--- config.mk ---
export PLATFORM = sky130hd
export DESIGN_NAME = rsq_reset_init
export DESIGN_NICKNAME = d
export VERILOG_FILES = /design/src/core/rsq_pkg.sv /design/src/core/rsq_reset_init.sv
export SDC_FILE = /design/constraint.sdc
export NUM_CORES = 1
export LEC_CHECK = 0
export BUFFER_PORTS_ARGS = -buffer_cell sky130_fd_sc_hd__buf_2
export CAP_MARGIN = 10
export CORE_AREA = 3 3 187 189
export CTS_CLUSTER_SIZE = 25
export DETAILED_ROUTE_END_ITERATION = 8
export DIE_AREA = 0 0 190 192
export PLACE_DENSITY_LB_ADDON = 0.3
export SETUP_SLACK_MARGIN = 0.1
export SYNTH_ARGS = -nofsm -noshare
export SYNTH_HDL_FRONTEND = slang
export SYNTH_SLANG_ARGS = --single-unit
--- constraint.sdc ---
create_clock -name MCLK -period 2.3 [get_ports MCLK]
set_input_delay 0.345 -clock MCLK [delete_from_list [all_inputs] [get_ports MCLK]]
set_output_delay 0.345 -clock MCLK [all_outputs]
set_load 0.005 [all_outputs]
--- src/core/rsq_pkg.sv ---
// Constants and types shared by the reset initial-state block
package rsq_pkg;

  typedef enum logic [2:0] {
    ST_DRIVE    = 3'h0,
    ST_SAMPLE   = 3'h1,
    ST_FETCH_HI = 3'h3,
    ST_FETCH_LO = 3'h2,
    ST_FETCH_GO = 3'h6,
    ST_RUN      = 3'h7,
    ST_HOLD     = 3'h5
  } rsq_state_type;

  typedef enum logic [1:0] {
    CAUSE_EXT      = 2'h0,
    CAUSE_CLK_FAIL = 2'h1,
    CAUSE_WDOG     = 2'h2,
    CAUSE_POWER    = 2'h3
  } rsq_cause_type;

  typedef struct packed {
    logic boot_rom_read_enable;
    logic special_mode_bit;
    logic mode_a_bit;
  } rsq_mode_type;

  typedef struct packed {
    logic [15:0] addr;
    logic        valid;
  } rsq_fetch_type;

  // Sequencer timing: MCLK cycles per bus (E) cycle, then step lengths in E cycles
  localparam int       RSQ_E_DIV           = 4;
  localparam logic [2:0] RSQ_DRIVE_E_CYCLES  = 3'h4;
  localparam logic [2:0] RSQ_SAMPLE_E_CYCLES = 3'h2;

  // Vector bytes
  localparam logic [7:0] RSQ_VEC_HI_NORMAL  = 8'hff;
  localparam logic [7:0] RSQ_VEC_HI_SPECIAL = 8'hbf;
  localparam logic [7:0] RSQ_VEC_LO_EXT     = 8'hfe;
  localparam logic [7:0] RSQ_VEC_LO_CLK     = 8'hfc;
  localparam logic [7:0] RSQ_VEC_LO_WDOG    = 8'hfa;

  // Register indices
  localparam int RSQ_ADDR_W = 6;
  localparam int RSQ_NREG   = 35;
  localparam logic [5:0] RSQ_IDX_COND_FLAGS = 6'h00;
  localparam logic [5:0] RSQ_IDX_MEM_MAP    = 6'h01;
  localparam logic [5:0] RSQ_IDX_PIO_CTRL   = 6'h02;
  localparam logic [5:0] RSQ_IDX_PORTC_DIR  = 6'h03;
  localparam logic [5:0] RSQ_IDX_PORTB_DATA = 6'h04;
  localparam logic [5:0] RSQ_IDX_PORTA_DATA = 6'h05;
  localparam logic [5:0] RSQ_IDX_SER_STATUS = 6'h14;
  localparam logic [5:0] RSQ_IDX_PRIORITY   = 6'h17;
  localparam logic [5:0] RSQ_IDX_RST_STATUS = 6'h23;
  localparam logic [5:0] RSQ_IDX_NV_STATUS  = 6'h24;

  // Field positions
  localparam int RSQ_BIT_GLOBAL_MASK = 4;
  localparam int RSQ_BIT_PORTA_LO    = 3;

  localparam logic [3:0] RSQ_PSEL_RESET = 4'h5;

  // Reset value of every stored register, by index
  localparam logic [7:0] RSQ_RESET_VALUE [RSQ_NREG] = '{
    8'hd0, 8'h01, 8'h02, 8'h00, 8'h00, 8'h00, 8'h00, 8'h00,
    8'h00, 8'h00, 8'h00, 8'h00, 8'h00, 8'h00, 8'h00, 8'h00,
    8'h00, 8'h00, 8'h00, 8'h00, 8'hc0, 8'h00, 8'h00, 8'h05,
    8'h10, 8'hff, 8'hff, 8'hff, 8'hff, 8'hff, 8'hff, 8'hff,
    8'hff, 8'hff, 8'hff
  };

endpackage

--- src/core/rsq_reset_init.sv ---
// Reset sequencer and initial-state register file of the microcontroller
//
// Contract
// [RULE1] Three cycles fetch start vector, then run
// [RULE2] Reset sets both interrupt masks, stop-disable
// [RULE3] Memory map: RAM 0000, registers 1000
// [RULE4] Nonvolatile ROM and EEPROM enables survive reset
// [RULE5] Port B shows FF expanded, 00 single-chip
// [RULE6] Clocked reset steps; no clock, no exit
// [RULE7] Reset clears clock divider without clock
// [RULE8] Expanded mode gives handshake pins to bus
// [RULE9] Single-chip: parallel control cleared, rising edge
// [RULE10] Port B, port A 6-3 drive zero
// [RULE11] Timer count zero, compares all FFFF
// [RULE12] Timer masks, flags, captures all cleared
// [RULE13] Periodic interrupt flag, mask, rate cleared
// [RULE14] Pulse counter and sync serial disabled
// [RULE15] Watchdog enable from nonvolatile bit, shortest
// [RULE16] Async serial off, 8-bit, no break
// [RULE17] Transmit status set, receive status cleared
// [RULE18] Converter flag and power bit cleared
// [RULE19] EEPROM programming off, priority 0101, level
// [RULE20] Mode bits latched; delay set, monitor off
// [RULE21] Any source resets all, pin low
// [RULE22] Priority register written only when masked
// [RULE23] Mode pins captured through clocked pipeline
// [RULE24] Clock-fail and watchdog vectors differ
// [RULE25] Internal reset drives pin, samples later
// [RULE26] Reset values held until sequence releases
`timescale 1ns/100ps
`default_nettype none

module rsq_reset_init
  import rsq_pkg::*;
#(
  parameter int E_DIV = RSQ_E_DIV
) (
  // Clock and power-on reset
  input  wire logic                  MCLK,
  input  wire logic                  RESET_N,
  // Two-way reset pin
  input  wire logic                  RST_PIN_I,
  output logic                       RST_PIN_O,
  output logic                       RST_PIN_OE_N,
  // Internal reset requests
  input  wire logic                  CLK_FAIL_REQ,
  input  wire logic                  WDOG_TIMEOUT_REQ,
  // Mode pins and nonvolatile options
  input  wire logic                  MODE_PIN_A,
  input  wire logic                  MODE_PIN_B,
  input  wire logic                  ROM_ENABLE_NV,
  input  wire logic                  EEPROM_ENABLE_NV,
  input  wire logic                  WATCHDOG_DISABLE_BIT,
  // Register port
  input  wire logic [RSQ_ADDR_W-1:0] REG_ADDR,
  input  wire logic [7:0]            REG_WDATA,
  input  wire logic                  REG_WR,
  input  wire logic                  REG_RD,
  output logic      [7:0]            REG_RDATA,
  // Sequencer and system state
  output logic                       E_TICK,
  output logic                       RESET_ACTIVE,
  output rsq_fetch_type              FETCH,
  output logic                       CPU_RUN,
  output rsq_mode_type               MODE,
  output logic                       EXPANSION_BUS_EN,
  output logic                       WDOG_ENABLE,
  // Port pins
  output logic      [7:0]            PORT_B_OUT,
  output logic      [3:0]            PORT_A_OUT,
  output logic      [7:0]            PORT_C_DIR
);

  //////////////////////////////////////////////////////////////////////////////
  // Declarations

  rsq_state_type state;
  rsq_cause_type cause;
  logic [2:0]    seq_cnt;
  logic [7:0]    e_cnt;
  logic          e_tick;
  logic          in_reset;
  logic          int_req;
  logic          leave_reset;
  logic          seq_last;
  logic [1:0]    mode_p1;
  logic [1:0]    mode_p2;
  rsq_mode_type  mode;
  rsq_mode_type  next_mode;
  logic [7:0]    regs [RSQ_NREG];
  logic [7:0]    rd_mux;
  logic [7:0]    vec_hi;
  logic [7:0]    vec_lo;
  logic [15:0]   drv_cyc;

  assign in_reset = (state != ST_RUN);
  assign int_req  = (CLK_FAIL_REQ || WDOG_TIMEOUT_REQ)
                    && (state inside {ST_FETCH_HI, ST_FETCH_LO,
                                      ST_FETCH_GO, ST_RUN});
  assign seq_last = (state == ST_DRIVE) ? (seq_cnt == RSQ_DRIVE_E_CYCLES - 3'h1)
                                        : (seq_cnt == RSQ_SAMPLE_E_CYCLES - 3'h1);
  assign leave_reset = ((state == ST_HOLD) && RST_PIN_I)
                       || ((state == ST_SAMPLE) && e_tick && seq_last && RST_PIN_I);

  //////////////////////////////////////////////////////////////////////////////
  // Bus-cycle divider

  assign e_tick = (e_cnt == 8'(E_DIV - 1));

  // The asynchronous clear lets the oscillator restart with no clock present
  always_ff @(posedge MCLK or negedge RESET_N) begin
    if (!RESET_N) begin
      e_cnt <= 8'h00; // RULE7
    end else if (int_req || ((state == ST_HOLD) && !RST_PIN_I)) begin
      e_cnt <= 8'h00; // RULE7
    end else if (e_tick) begin
      e_cnt <= 8'h00;
    end else begin
      e_cnt <= e_cnt + 8'h01;
    end
  end

  always_ff @(posedge MCLK or negedge RESET_N) begin
    if (!RESET_N) begin
      E_TICK <= 1'b0;
    end else begin
      E_TICK <= e_tick;
    end
  end

  //////////////////////////////////////////////////////////////////////////////
  // Reset sequencer

  // Power-on starts in the drive step; without a clock it never leaves it
  always_ff @(posedge MCLK or negedge RESET_N) begin
    if (!RESET_N) begin
      state   <= ST_DRIVE; // RULE6
      cause   <= CAUSE_POWER;
      seq_cnt <= 3'h0;
    end else if (int_req) begin
      state   <= ST_DRIVE; // RULE21 RULE25
      cause   <= CLK_FAIL_REQ ? CAUSE_CLK_FAIL : CAUSE_WDOG;
      seq_cnt <= 3'h0;
    end else begin
      unique case (state)
        ST_DRIVE: begin
          if (e_tick) begin
            seq_cnt <= seq_last ? 3'h0 : seq_cnt + 3'h1;
            if (seq_last) begin
              state <= ST_SAMPLE; // RULE25
            end
          end
        end
        ST_SAMPLE: begin
          if (e_tick) begin
            seq_cnt <= seq_last ? 3'h0 : seq_cnt + 3'h1;
            if (seq_last && !RST_PIN_I) begin
              // Pin still low: someone outside holds reset
              state <= ST_HOLD; // RULE25
              cause <= CAUSE_EXT;
            end else if (seq_last) begin
              state <= ST_FETCH_HI;
            end
          end
        end
        ST_HOLD: begin
          if (RST_PIN_I) begin
            state <= ST_FETCH_HI; // RULE6
          end
        end
        ST_FETCH_HI, ST_FETCH_LO, ST_FETCH_GO, ST_RUN: begin
          if (!RST_PIN_I) begin
            state <= ST_HOLD; // RULE21
            cause <= CAUSE_EXT;
          end else if (state == ST_FETCH_HI) begin
            state <= ST_FETCH_LO; // RULE1
          end else if (state == ST_FETCH_LO) begin
            state <= ST_FETCH_GO; // RULE1
          end else begin
            state <= ST_RUN; // RULE1
          end
        end
        default: begin
          state <= ST_DRIVE;
        end
      endcase
    end
  end

  // Only the drive step pulls the pin; an outside low is just observed
  always_ff @(posedge MCLK or negedge RESET_N) begin
    if (!RESET_N) begin
      RST_PIN_OE_N <= 1'b0;
    end else begin
      RST_PIN_OE_N <= !(int_req || ((state == ST_DRIVE)
                        && !(e_tick && seq_last))); // RULE25
    end
  end

  always_ff @(posedge MCLK or negedge RESET_N) begin
    if (!RESET_N) begin
      RST_PIN_O <= 1'b0;
    end else begin
      RST_PIN_O <= 1'b0;
    end
  end

  //////////////////////////////////////////////////////////////////////////////
  // Mode pipeline and latch

  // Two stages give zero hold time on the mode pins at reset release
  always_ff @(posedge MCLK or negedge RESET_N) begin
    if (!RESET_N) begin
      mode_p1 <= 2'h0;
      mode_p2 <= 2'h0;
    end else begin
      mode_p1 <= {MODE_PIN_B, MODE_PIN_A}; // RULE23
      mode_p2 <= mode_p1;
    end
  end

  always_comb begin
    next_mode.boot_rom_read_enable = !mode_p2[1] && !mode_p2[0]; // RULE23
    next_mode.special_mode_bit     = !mode_p2[1];
    next_mode.mode_a_bit           = mode_p2[0];
  end

  always_ff @(posedge MCLK or negedge RESET_N) begin
    if (!RESET_N) begin
      mode <= '0;
    end else if (leave_reset) begin
      mode <= next_mode; // RULE20
    end
  end

  assign MODE = mode;

  always_ff @(posedge MCLK or negedge RESET_N) begin
    if (!RESET_N) begin
      EXPANSION_BUS_EN <= 1'b0;
    end else begin
      EXPANSION_BUS_EN <= mode.mode_a_bit; // RULE8
    end
  end

  //////////////////////////////////////////////////////////////////////////////
  // Vector fetch

  assign vec_hi = mode.special_mode_bit ? RSQ_VEC_HI_SPECIAL
                                        : RSQ_VEC_HI_NORMAL; // RULE1
  assign vec_lo = (cause == CAUSE_CLK_FAIL) ? RSQ_VEC_LO_CLK
                : (cause == CAUSE_WDOG)     ? RSQ_VEC_LO_WDOG
                                            : RSQ_VEC_LO_EXT; // RULE24

  always_ff @(posedge MCLK or negedge RESET_N) begin
    if (!RESET_N) begin
      FETCH   <= '0;
      CPU_RUN <= 1'b0;
    end else begin
      FETCH.valid <= (state == ST_FETCH_HI) || (state == ST_FETCH_LO); // RULE1
      FETCH.addr  <= {vec_hi, vec_lo[7:1], (state == ST_FETCH_LO)};
      CPU_RUN     <= (state == ST_RUN) && RST_PIN_I && !int_req;
    end
  end

  always_ff @(posedge MCLK or negedge RESET_N) begin
    if (!RESET_N) begin
      RESET_ACTIVE <= 1'b1;
    end else begin
      // Raised on the edge a request is taken, when the registers are forced
      RESET_ACTIVE <= in_reset || int_req || !RST_PIN_I; // RULE21 RULE26
    end
  end

  //////////////////////////////////////////////////////////////////////////////
  // Register file

  // Every stored register is forced to its start value for the whole
  // sequence, so software writes only land once the core is running
  for (genvar i = 0; i < RSQ_NREG; i++) begin : g_reg
    logic [7:0] rst_val;
    logic       wr_hit;
    logic [7:0] wr_val;

    if (i == int'(RSQ_IDX_PRIORITY)) begin : g_prio
      assign rst_val = {mode, mode.special_mode_bit, RSQ_PSEL_RESET}; // RULE19 RULE20
      assign wr_val  = {regs[i][7:4], REG_WDATA[3:0]};
      assign wr_hit  = regs[RSQ_IDX_COND_FLAGS][RSQ_BIT_GLOBAL_MASK]; // RULE22
    end else begin : g_plain
      assign rst_val = RSQ_RESET_VALUE[i]; // RULE2 RULE3 RULE9 RULE10 RULE11 RULE12
      assign wr_val  = REG_WDATA;          // RULE13 RULE14 RULE16 RULE17 RULE18
      assign wr_hit  = 1'b1;
    end

    always_ff @(posedge MCLK or negedge RESET_N) begin
      if (!RESET_N) begin
        regs[i] <= RSQ_RESET_VALUE[i];
      end else if (in_reset || int_req || !RST_PIN_I) begin
        regs[i] <= rst_val; // RULE21 RULE26
      end else if (REG_WR && wr_hit && (REG_ADDR == 6'(i))) begin
        regs[i] <= wr_val;
      end
    end
  end

  // Shortest watchdog rate is the zero reset value of its rate register
  always_ff @(posedge MCLK or negedge RESET_N) begin
    if (!RESET_N) begin
      WDOG_ENABLE <= 1'b0;
    end else if (in_reset) begin
      WDOG_ENABLE <= !WATCHDOG_DISABLE_BIT; // RULE15
    end
  end

  always_comb begin
    rd_mux = 8'h00;
    if (REG_ADDR < 6'(RSQ_NREG)) begin
      rd_mux = regs[REG_ADDR];
    end else if (REG_ADDR == RSQ_IDX_RST_STATUS) begin
      rd_mux = {state, cause, WDOG_ENABLE, 2'h0};
    end else if (REG_ADDR == RSQ_IDX_NV_STATUS) begin
      // Nonvolatile options are never touched by the reset logic
      rd_mux = {5'h00, WATCHDOG_DISABLE_BIT, EEPROM_ENABLE_NV, ROM_ENABLE_NV}; // RULE4
    end
  end

  always_ff @(posedge MCLK or negedge RESET_N) begin
    if (!RESET_N) begin
      REG_RDATA <= 8'h00;
    end else begin
      REG_RDATA <= REG_RD ? rd_mux : 8'h00;
    end
  end

  //////////////////////////////////////////////////////////////////////////////
  // Port pins

  // Port B mode is taken from the pipeline, so it is right only once clocked
  always_ff @(posedge MCLK or negedge RESET_N) begin
    if (!RESET_N) begin
      PORT_B_OUT <= 8'h00;
      PORT_A_OUT <= 4'h0;
      PORT_C_DIR <= 8'h00;
    end else if (in_reset) begin
      PORT_B_OUT <= mode_p2[0] ? RSQ_VEC_HI_NORMAL : 8'h00; // RULE5
      PORT_A_OUT <= 4'h0;  // RULE10
      PORT_C_DIR <= 8'h00; // RULE9
    end else begin
      PORT_B_OUT <= regs[RSQ_IDX_PORTB_DATA];
      PORT_A_OUT <= regs[RSQ_IDX_PORTA_DATA][RSQ_BIT_PORTA_LO+:4];
      PORT_C_DIR <= regs[RSQ_IDX_PORTC_DIR];
    end
  end

  //////////////////////////////////////////////////////////////////////////////
  // Checks

  always_ff @(posedge MCLK or negedge RESET_N) begin
    if (!RESET_N) begin
      drv_cyc <= 16'h0000;
    end else begin
      drv_cyc <= (state == ST_DRIVE) ? drv_cyc + 16'h0001 : 16'h0000;
    end
  end

  AST_FETCH_ORDER: assert property (@(posedge MCLK) disable iff (!RESET_N) // RULE1
    (state == ST_FETCH_HI) && RST_PIN_I && !int_req |=>
      FETCH.valid && !FETCH.addr[0] ##1 FETCH.valid && FETCH.addr[0] ##1 !FETCH.valid)
    else $error("vector fetch order wrong");

  AST_FETCH_HI_BYTE: assert property (@(posedge MCLK) disable iff (!RESET_N) // RULE1
    FETCH.valid |-> FETCH.addr[15:8] ==
      (mode.special_mode_bit ? 8'hbf : 8'hff))
    else $error("vector high byte wrong");

  AST_WDOG_VECTOR: assert property (@(posedge MCLK) disable iff (!RESET_N) // RULE24
    (state == ST_FETCH_HI) && (cause == CAUSE_WDOG) |=>
      FETCH.addr[7:0] == 8'hfa)
    else $error("watchdog vector wrong");

  AST_MASKS_SET: assert property (@(posedge MCLK) disable iff (!RESET_N) // RULE2
    $rose(state == ST_RUN) |->
      regs[RSQ_IDX_COND_FLAGS][7:6] == 2'h3 && regs[RSQ_IDX_COND_FLAGS][4])
    else $error("interrupt masks not set");

  AST_MEM_MAP: assert property (@(posedge MCLK) disable iff (!RESET_N) // RULE3
    $rose(state == ST_RUN) |-> regs[RSQ_IDX_MEM_MAP] == 8'h01)
    else $error("memory map not reset");

  AST_DRIVE_LEN: assert property (@(posedge MCLK) disable iff (!RESET_N) // RULE25
    $rose(state == ST_SAMPLE) |-> $past(drv_cyc) == 16'(4 * E_DIV - 1))
    else $error("reset pin drive length wrong");

  AST_HOLD_STAYS: assert property (@(posedge MCLK) disable iff (!RESET_N) // RULE6
    (state == ST_HOLD) && !RST_PIN_I |=> (state == ST_HOLD) && (e_cnt == 8'h00))
    else $error("left reset while pin low");

  AST_SERIAL_STATUS: assert property (@(posedge MCLK) disable iff (!RESET_N) // RULE17
    in_reset ##1 in_reset |-> regs[RSQ_IDX_SER_STATUS] == 8'hc0)
    else $error("serial status not reset");

  AST_PRIO_GUARD: assert property (@(posedge MCLK) disable iff (!RESET_N) // RULE22
    !in_reset && RST_PIN_I && !int_req && REG_WR
      && (REG_ADDR == RSQ_IDX_PRIORITY)
      && !regs[RSQ_IDX_COND_FLAGS][RSQ_BIT_GLOBAL_MASK]
      |=> $stable(regs[RSQ_IDX_PRIORITY]))
    else $error("priority written while unmasked");

  AST_PORT_B_RESET: assert property (@(posedge MCLK) disable iff (!RESET_N) // RULE5
    in_reset && $past(in_reset) |=> PORT_B_OUT == {8{$past(mode_p2[0])}})
    else $error("port B reset level wrong");

endmodule // rsq_reset_init

`default_nettype wire

==> out/metrics.yaml, run 1 <==
seq_area_frac_synth_pct: 52.2
drive_gt1_share_pct: 24.5
post-route-min-period_ns: 2.05
dr.pass1.iters: 6
ys_types: 68
core_area_mm2: 0.0334
cellPowerDensity_mw_per_mm2: 736
grt_max_degree: 96
p_clk_share_pct: 43.3
synth-seq-cells: 342
synth_cells: 1640
r2r-start: "e_cnt[0]$_DFF_PN0_"
reg2reg_depth: 7
nNetsFinal: 1737
clk_pin_slew_ns: 0.06
final_cells: 2183
synth_edf_count: 0
final_common_cell: "nand2_1"
initial_core_util_pct: 49.7
rsz0062_at_grt: "no"
tightest_slew_ns: 0.840
async_flop_share_pct: 100
wl_mm: 47.9
die_y_um: 192
numCtsBuffers: 38
placed_cells: 2113
cts.sinks: 342
power.total_w: 0.0140
status: "finished clean"
place.gp.congestion: 0.902
die_x_um: 190
antenna_found_initial: 4
vdd_drop_max_v: 0.000491
critPathSlowestCell: "dfrtp_1"
insertion_delay_ns: 0.52
drt_iter0_drc: 1405
die_area_mm2: 0.0365
skew_ns: 0.0157
htreeDepth: 2
drv_slew: 0
clockBufferDepth: 3
combinationalPowerShare_pct: 10.9
syn_area_mm2: 0.0166
vias_per_cell: 6.01
r2r-end: "MODE[2]$_DFFE_PN0P_"
hold_path.class: "in -> reg"
r2r_slack_ns: 0.25
hold_viol_final: 0
areaGrowthSynthToFinish_pct: 14.7
syn-num-nets: 1668
arrival_ns: 2.47
seq_power_share_pct: 45.8
grt_pass1_vias: 13100
holdPathStages: 2
hold_end: "cause[1]$_DFFE_PN1P_"
syn_area_per_cell_um2: 10.1
swShare_pct: 25.1
path_class: "reg -> reg"
grt_usage_pct: 26.4
grt_pass1_wl_mm: 75.9
vias: 13100
fin_setup_tns_ns: 0
cp.required_ns: 2.71
ys.warnings.count: 0
grt_overflow: 0
rows: 67
switchingPower_w: 0.00352
startpoint_type: "register"
fmax_ghz: 0.487
tritoncts: "done"
cap_violations: 0
worst_setup_path_end_kind: "register"
crit_chain: "ha_1, nor4b_1, nand2_1, inv_2, a21oi_4, nor4b_4, mux2_2"
slowest_delay_ns: 0.38
wl_per_cell_um: 21.9
detail-route-antenna-nets: 0
dp_slack_ns: 0.0138
critPathBufInv: 1
synth_flop_cell: "dfrtp_1"
critPathTopFamily: "simple AND/OR/NAND/NOR gates"
port_buffers: 79
worst_slack_ns: 0.245
critical_path.max_fanout: 4
dpl.hpwl_mm: 31.4
layout_common_cells: "nand2_1 (342), dfrtp_1 (249), nand3_1 (210)"
power.internal_w: 0.0105
hp-start: "CLK_FAIL_REQ"
setup_viol: 0
relSlewSlack_pct: 43.6
drcViolationCount: 0
p_leak_nw: 8.01
clockRootBuffer: "clkbuf_16"
fin_crit_sh_pct: 89.3
io_pins: 81
## registers in the layout, summed over array words and instances, names as in the netlist
name / cells
g.wr_hit: 1
EXPANSION_BUS_EN: 1
mode_p2: 2
e_cnt: 8
CPU_RUN: 1
PORT_B_OUT: 8
seq_cnt: 3
FETCH: 6
E_TICK: 1
cause: 2
REG_RDATA: 8
PORT_C_DIR: 8
RESET_ACTIVE: 1
RST_PIN_OE_N: 1
PORT_A_OUT: 4
state: 3
MODE: 3
WDOG_ENABLE: 1
mode_p1: 2
g.wr_val: 3
regs: 275
## area by class of cell
cell class / count / area [um^2]
Clock inverter: 9 / 73.8
Fill cell: 2791 / 14400
Tap cell: 448 / 561
Sequential cell: 342 / 8670
Multi-Input combinational cell: 1142 / 7140
Antenna cell: 1 / 2.50
Clock buffer: 56 / 1170
Timing Repair Buffer: 181 / 1410
Inverter: 4 / 20.0
## Yosys cell counts, types with 25 or more instances
| cell type | number | share of area (%) |
|---|---|---|
| dfrtp_1 | 249 | 38 |
| mux4_2 | 49 | 6.6 |
| nor2_1 | 74 | 1.7 |
| buf_2 | 45 | 1.4 |
| a21oi_1 | 146 | 4.4 |
| mux2i_1 | 86 | 5.2 |
| clkbuf_1 | 68 | 1.5 |
| o21ai_0 | 29 | 0.87 |
| nand2_1 | 342 | 7.7 |
| dfstp_2 | 93 | 15 |
| nand3_1 | 210 | 6.3 |
| a22oi_1 | 25 | 1.1 |
## kinds of logic (layout without fill, tap and decap cells)
logic type / Yosys count / in the layout / share of synthesized area [%]
and+or+nand+nor: 727 / 727 / 20.0
DFF: 342 / 342 / 52.2
AOI/OAI and AO/OA: 251 / 251 / 8.90
buffers and inverters: 156 / 250 / 4.88
muxes: 153 / 153 / 13.4
xor gates and xnor gates: 7 / 7 / 0.369
adders and majority gates: 2 / 2 / 0.151
other: 2 / 3 / 0.0452
## worst max-delay path by stage
| stage | start | endpoint | slack [ns] | depth (start not counted) |
|---|---|---|---|---|
| finish | e_cnt[0]$_DFF_PN0_ | MODE[2]$_DFFE_PN0P_ | 0.25 | 7 |
| global route | e_cnt[0]$_DFF_PN0_ | seq_cnt[2]$_DFFE_PN0P_ | 0.11 | 6 |
| CTS | e_cnt[0]$_DFF_PN0_ | MODE[2]$_DFFE_PN0P_ | 0.17 | 7 |
| detailed placement | REG_ADDR[0] | regs[247]$_DFFE_PN0P_ | 0.01 | 6 |
| global placement | REG_ADDR[0] | REG_RDATA[6]$_DFF_PN0_ | 0.06 | 6 |
| floorplan | e_cnt[0]$_DFF_PN0_ | MODE[2]$_DFFE_PN0P_ | 0.40 | 7 |
## through the flow
step | cell area [um^2] | utilization (%) | hold slack, ns
after global routing | 19100 | 57.0 | 0.00291
after global placement | 17800 | 53.1 | 0.336
final | 19100 | 57.0 | 0.0111
after CTS | 19000 | 56.9 | 0.00166
after floorplan | 16600 | - | 0.0494
after detailed placement | 17800 | 53.1 | 0.339
## power by group through the flow
stage	sequential [W]	clock [W]	combinational [W]
2_1_floorplan	0.00648	0	0.000871
3_3_place_gp	0.00652	0	0.00150
3_5_place_dp	0.00652	0	0.00152
4_1_cts	0.00642	0.00614	0.00153
5_1_grt	0.00645	0.00640	0.00167
6_report	0.00642	0.00606	0.00153
## timing repair
action,4_1_cts,5_1_grt
endpoints found under the hold margin,37,0
buffers inserted,0,1
resized for setup,0,1
hold buffers,3,0
endpoints found under the setup margin,0,2
## routing by layer
metal	GRT usage, %	vias up	share of wire (%)
met1	37.8	6580	43
met4	9.27	6	3.4
met2	40.5	589	45
met3	5.29	117	8.3
li1	-	5821	-
met5	0	-	0.061
(Power assumes the default switching activity.)
==> inputs of run 2 (changes only) <==
RECOVER_POWER = 50   (was default)
==> run 2 against run 1 <==
Against the previous run: the run now ends with max-capacitance violations, max-slew violations left; clock skew hardly changed; sequential share of layout area is 0.063 points higher; via count stayed put; setup slack worse by 0.052 ns; clock power hardly changed; critical path type unchanged; largest cell class unchanged; largest power group unchanged; highest routed layer unchanged.
==> out/metrics.yaml, run 2 (synthesis results as in run 1) <==
p_leak_nw: 7.99
htreeDepth: 2
fmax_ghz: 0.475
post-route-min-period_ns: 2.11
antenna_found_initial: 4
place.gp.congestion: 0.902
vias: 13100
grt_pass1_vias: 13100
slowest_delay_ns: 0.38
die_y_um: 192
cellPowerDensity_mw_per_mm2: 736
die_x_um: 190
arrival_ns: 2.52
dr.pass1.iters: 6
reg2reg_depth: 7
numCtsBuffers: 38
layout_common_cells: "nand2_1 (342), dfrtp_1 (249), nand3_1 (210)"
cts.sinks: 342
largest_reg_flops: 275
core_area_mm2: 0.0334
fin_util_pct: 56.9
crit_end: "MODE[2]$_DFFE_PN0P_"
die_area_mm2: 0.0365
hold_path.class: "in -> reg"
vias_per_cell: 6.01
relSlewSlack_pct: -19.3
drcViolationCount: 0
cp.required_ns: 2.71
grt_max_degree: 96
startpoint_type: "register"
tritoncts: "done"
clockBufferDepth: 3
wl_per_cell_um: 21.9
crit_chain: "ha_1, nor4b_1, nand2_1, inv_1, a21oi_4, nor4b_4, mux2_2"
wl_mm: 47.8
r2r_slack_ns: 0.19
fin_crit_sh_pct: 91.6
cap_violations: 1
detail-route-antenna-nets: 0
path_class: "reg -> reg"
grt_overflow: 0
grt_usage_pct: 26.4
tightest_slew_ns: 1.79
r2r-start: "e_cnt[0]$_DFF_PN0_"
port_buffers: 79
insertion_delay_ns: 0.52
nNetsFinal: 1737
crit_start: "e_cnt[0]$_DFF_PN0_"
vdd_drop_max_v: 0.000490
clockRootBuffer: "clkbuf_16"
r2r-end: "MODE[2]$_DFFE_PN0P_"
skew_ns: 0.0161
worst_setup_path_end_kind: "register"
clk_pin_slew_ns: 0.06
rows: 67
hold_viol_final: 0
initial_core_util_pct: 49.7
dpl.hpwl_mm: 31.4
status: "complete, but fails checks"
critPathSlowestCell: "dfrtp_1"
final_common_cell: "nand2_1"
drt_iter0_drc: 1390
drive_gt1_share_pct: 24.0
critical_path.max_fanout: 4
grt_pass1_wl_mm: 75.9
io_pins: 81
areaGrowthSynthToFinish_pct: 14.5
fin_setup_tns_ns: 0
violations: "max-capacitance violations, max-slew violations"
setup_viol: 0
rsz0062_at_grt: "no"
drv_slew: 56
regMostFlops: "regs"
[run 2: routing by layer]
metal | wire length [um] | share of wire (%) | global-route usage [%] | vias up
li1 | - | - | - | 5822
met1 | 20500 | 43 | 37.8 | 6583
met2 | 21800 | 46 | 40.5 | 584
met3 | 3950 | 8.3 | 5.29 | 118
met4 | 1590 | 3.3 | 9.27 | 6
met5 | 29 | 0.061 | 0 | -
[run 2: final cells by class]
class / instances / area, um^2
antenna: 1 / 2.50
clock buffer: 56 / 1170
tap: 448 / 561
inverter: 4 / 20.0
fill: 2800 / 14400
clock inverter: 9 / 73.8
timing repair buffer: 181 / 1380
multi-input combinational: 1142 / 7140
sequential: 342 / 8670
[run 2: how the worst min path moves through the flow]
stage            startpoint                         endpoint  slack (ns)  depth (start not counted)
2_1_floorplan       RESET_N                CPU_RUN$_DFF_PN0_        0.05                          0
3_3_place_gp        RESET_N  g_reg[23].wr_val[5]$_DFFE_PN0P_        0.34                          1
3_5_place_dp        RESET_N  g_reg[23].wr_val[5]$_DFFE_PN0P_        0.34                          1
4_1_cts        CLK_FAIL_REQ             cause[1]$_DFFE_PN1P_       0.002                          2
5_1_grt        CLK_FAIL_REQ             cause[1]$_DFFE_PN1P_       0.003                          2
6_report       CLK_FAIL_REQ             cause[1]$_DFFE_PN1P_        0.01                          2
[run 2: what timing repair did]
action / in CTS / in global routing
setup buffers: 0 / 1
setup endpoints to repair: 0 / 2
hold endpoints to repair: 37 / 0
gates resized for setup: 0 / 1
hold buffers: 3 / 0
[run 2: critical path, delay by kind of cell (launching register included)]
kind | cells | cell delay (ns)
muxes | 1 | 0.37
buffers and inverters | 1 | 0.18
adders and majority gates | 1 | 0.21
DFF | 1 | 0.38
and+or+nand+nor | 3 | 0.76
AOI/OAI and AO/OA | 1 | 0.10
[run 2: report_power, final]
part           total [W]  internal, W  switching [W]
registers        0.00642      0.00625       0.000165
clock network    0.00606      0.00364        0.00242
logic            0.00153     0.000595       0.000931
[run 2: per-stage QoR]
step	power [W]	instances	hold WS [ns]	cell area [um^2]	setup WS [ns]
after global placement	0.00801	2113	0.336	17800	0.0634
after floorplan	0.00735	1640	0.0494	16600	0.404
after global routing	0.0145	2183	0.00293	19000	0.0568
after CTS	0.0141	2181	0.00166	19000	0.170
final	0.0140	2183	0.0101	19000	0.194
after detailed placement	0.00804	2113	0.339	17800	0.0138
==> inputs of run 3 (changes only) <==
CORE_AREA = 3 3 197 179   (was 3 3 187 189)
DIE_AREA = 0 0 200 182   (was 0 0 190 192)
==> run 3 against run 2 <==
Against the previous run: the run now ends clean; first-iteration DRC count grew 4.1%; clock-buffer cell count is the same; critical path type unchanged; setup slack gained 0.0051 ns; non-clock buffer count shrank 18; worst hold slack gained 0.063 ns; sequential share of layout area grew 0.087 points; largest cell class unchanged.
==> out/metrics.yaml, run 3 (synthesis results as in run 1) <==
hold_end: "WDOG_ENABLE$_DFFE_PN0P_"
path_class: "reg -> reg"
switchingPower_w: 0.00357
dpl.hpwl_mm: 31.7
core_area_mm2: 0.0332
status: "finished clean"
vias: 13200
vdd_drop_max_v: 0.000452
dr.pass1.iters: 5
final_cells: 2176
grt_overflow: 0
nNetsFinal: 1718
holdPathStages: 2
grt_pass1_wl_mm: 76.4
rows: 63
clockBufferDepth: 3
relSlewSlack_pct: 8.64
r2r-end: "MODE[2]$_DFFE_PN0P_"
use_met1_pct: 40.5
die_area_mm2: 0.0364
swShare_pct: 25.3
seq_power_share_pct: 45.6
fin_crit_sh_pct: 91.4
clockRootBuffer: "clkbuf_16"
initial_core_util_pct: 50.0
fin_hold_ws_ns: 0.0729
drive_gt1_share_pct: 22.9
rsz0062_at_grt: "no"
power.internal_w: 0.0105
fin_setup_tns_ns: 0
worst_setup_path_end_kind: "register"
reg2reg_depth: 7
p_clk_share_pct: 43.8
numCtsBuffers: 37
fmax_ghz: 0.476
grt_usage_pct: 26.7
hp-start: "WATCHDOG_DISABLE_BIT"
grt_use_met2_pct: 39.4
arrival_ns: 2.52
io_pins: 81
htreeDepth: 2
grt_max_degree: 96
tightest_slew_ns: 1.37
final_common_cell: "nand2_1"
antenna_found_initial: 2
p_leak_nw: 7.87
grt_use_met3_pct: 4.79
wl_per_cell_um: 22.0
die_x_um: 200
areaGrowthSynthToFinish_pct: 14.3
hold_path.class: "in -> reg"
skew_ns: 0.0148
die_y_um: 182
drt_iter0_drc: 1447
layout_common_cells: "nand2_1 (342), dfrtp_1 (249), nand3_1 (210)"
place.gp.congestion: 0.926
cellPowerDensity_mw_per_mm2: 743
vias_per_cell: 6.05
hold_viol_final: 0
top_usage_layer: "met1"
wl_mm: 47.9
setup_viol: 0
regMostFlops: "regs"
startpoint_type: "register"
clk_pin_slew_ns: 0.06
cts.sinks: 342
cp.required_ns: 2.71
r2r-start: "e_cnt[0]$_DFF_PN0_"
drv_slew: 0
cap_violations: 0
port_buffers: 79
post-route-min-period_ns: 2.10
dp_slack_ns: 0.0805
critical_path.max_fanout: 4
drcViolationCount: 0
worst_slack_ns: 0.199
placed_cells: 2101
grt_pass1_vias: 13000
r2r_slack_ns: 0.20
detail-route-antenna-nets: 0
fin_util_pct: 57.2
insertion_delay_ns: 0.53
combinationalPowerShare_pct: 10.6
largest_reg_flops: 275
tritoncts: "done"
run 3: changes by cell type in the layout (fill, tap and decap cells not counted), sizes merged:
cell and delta:
buf -29, bufinv +2, clkbuf +10, clkinv -2, clkinvlp +3, diode +1, dlygate4sd3 +1
run 3: layout make-up:
type | count | area, um^2
Multi-Input combinational cell | 1142 | 7150
Tap cell | 455 | 569
Antenna cell | 2 | 5.00
Inverter | 4 | 20.0
Clock inverter | 12 | 146
Fill cell | 2803 | 14200
Sequential cell | 342 | 8670
Clock buffer | 56 | 1120
Timing Repair Buffer | 163 | 1310
run 3: routing by layer:
metal | vias up | routed length, um
met5 | - | 0
met4 | 0 | 1500
met3 | 98 | 4160
met2 | 646 | 21500
met1 | 6636 | 20800
li1 | 5793 | -
run 3: timing repair:
action                                  4_1_cts  5_1_grt
resized for setup                             0        2
endpoints found under the hold margin        13        0
hold buffers                                  4        0
endpoints found under the setup margin        0        2
setup buffers                                 0        1
run 3: power by group through the flow:
stage | Sequential (W) | Clock, W | Combinational [W]
2_1_floorplan | 0.00648 | 0 | 0.000871
3_3_place_gp | 0.00653 | 0 | 0.00147
3_5_place_dp | 0.00654 | 0 | 0.00148
4_1_cts | 0.00644 | 0.00625 | 0.00150
5_1_grt | 0.00646 | 0.00653 | 0.00161
6_report | 0.00643 | 0.00618 | 0.00149
run 3: worst max path at each step:
stage | startpoint | depth (start not counted) | to | slack [ns]
finish | e_cnt[0]$_DFF_PN0_ | 7 | MODE[2]$_DFFE_PN0P_ | 0.20
global route | RESET_N | 3 | regs[212]$_DFFE_PN0P_ | 0.1
CTS | e_cnt[0]$_DFF_PN0_ | 7 | MODE[2]$_DFFE_PN0P_ | 0.12
detailed placement | REG_ADDR[2] | 6 | REG_RDATA[3]$_DFF_PN0_ | 0.08
global placement | REG_ADDR[2] | 6 | REG_RDATA[3]$_DFF_PN0_ | 0.07
floorplan | e_cnt[0]$_DFF_PN0_ | 7 | MODE[2]$_DFFE_PN0P_ | 0.40
run 3: worst max-delay path, cell delays in order (launching register included):
cell and delay, ns:
dfrtp_1 0.38, ha_1 0.21, nor4b_2 0.21, nand2_1 0.15, inv_1 0.20, a21oi_4 0.10, nor4b_4 0.37, mux2_2 0.38
run 3: per-stage QoR:
| stage | power [W] | cell area, um^2 |
|---|---|---|
| after detailed placement | 0.00802 | 17700 |
| final | 0.0141 | 19000 |
| after global routing | 0.0146 | 19000 |
| after floorplan | 0.00735 | 16600 |
| after CTS | 0.0142 | 19000 |
| after global placement | 0.00799 | 17700 |
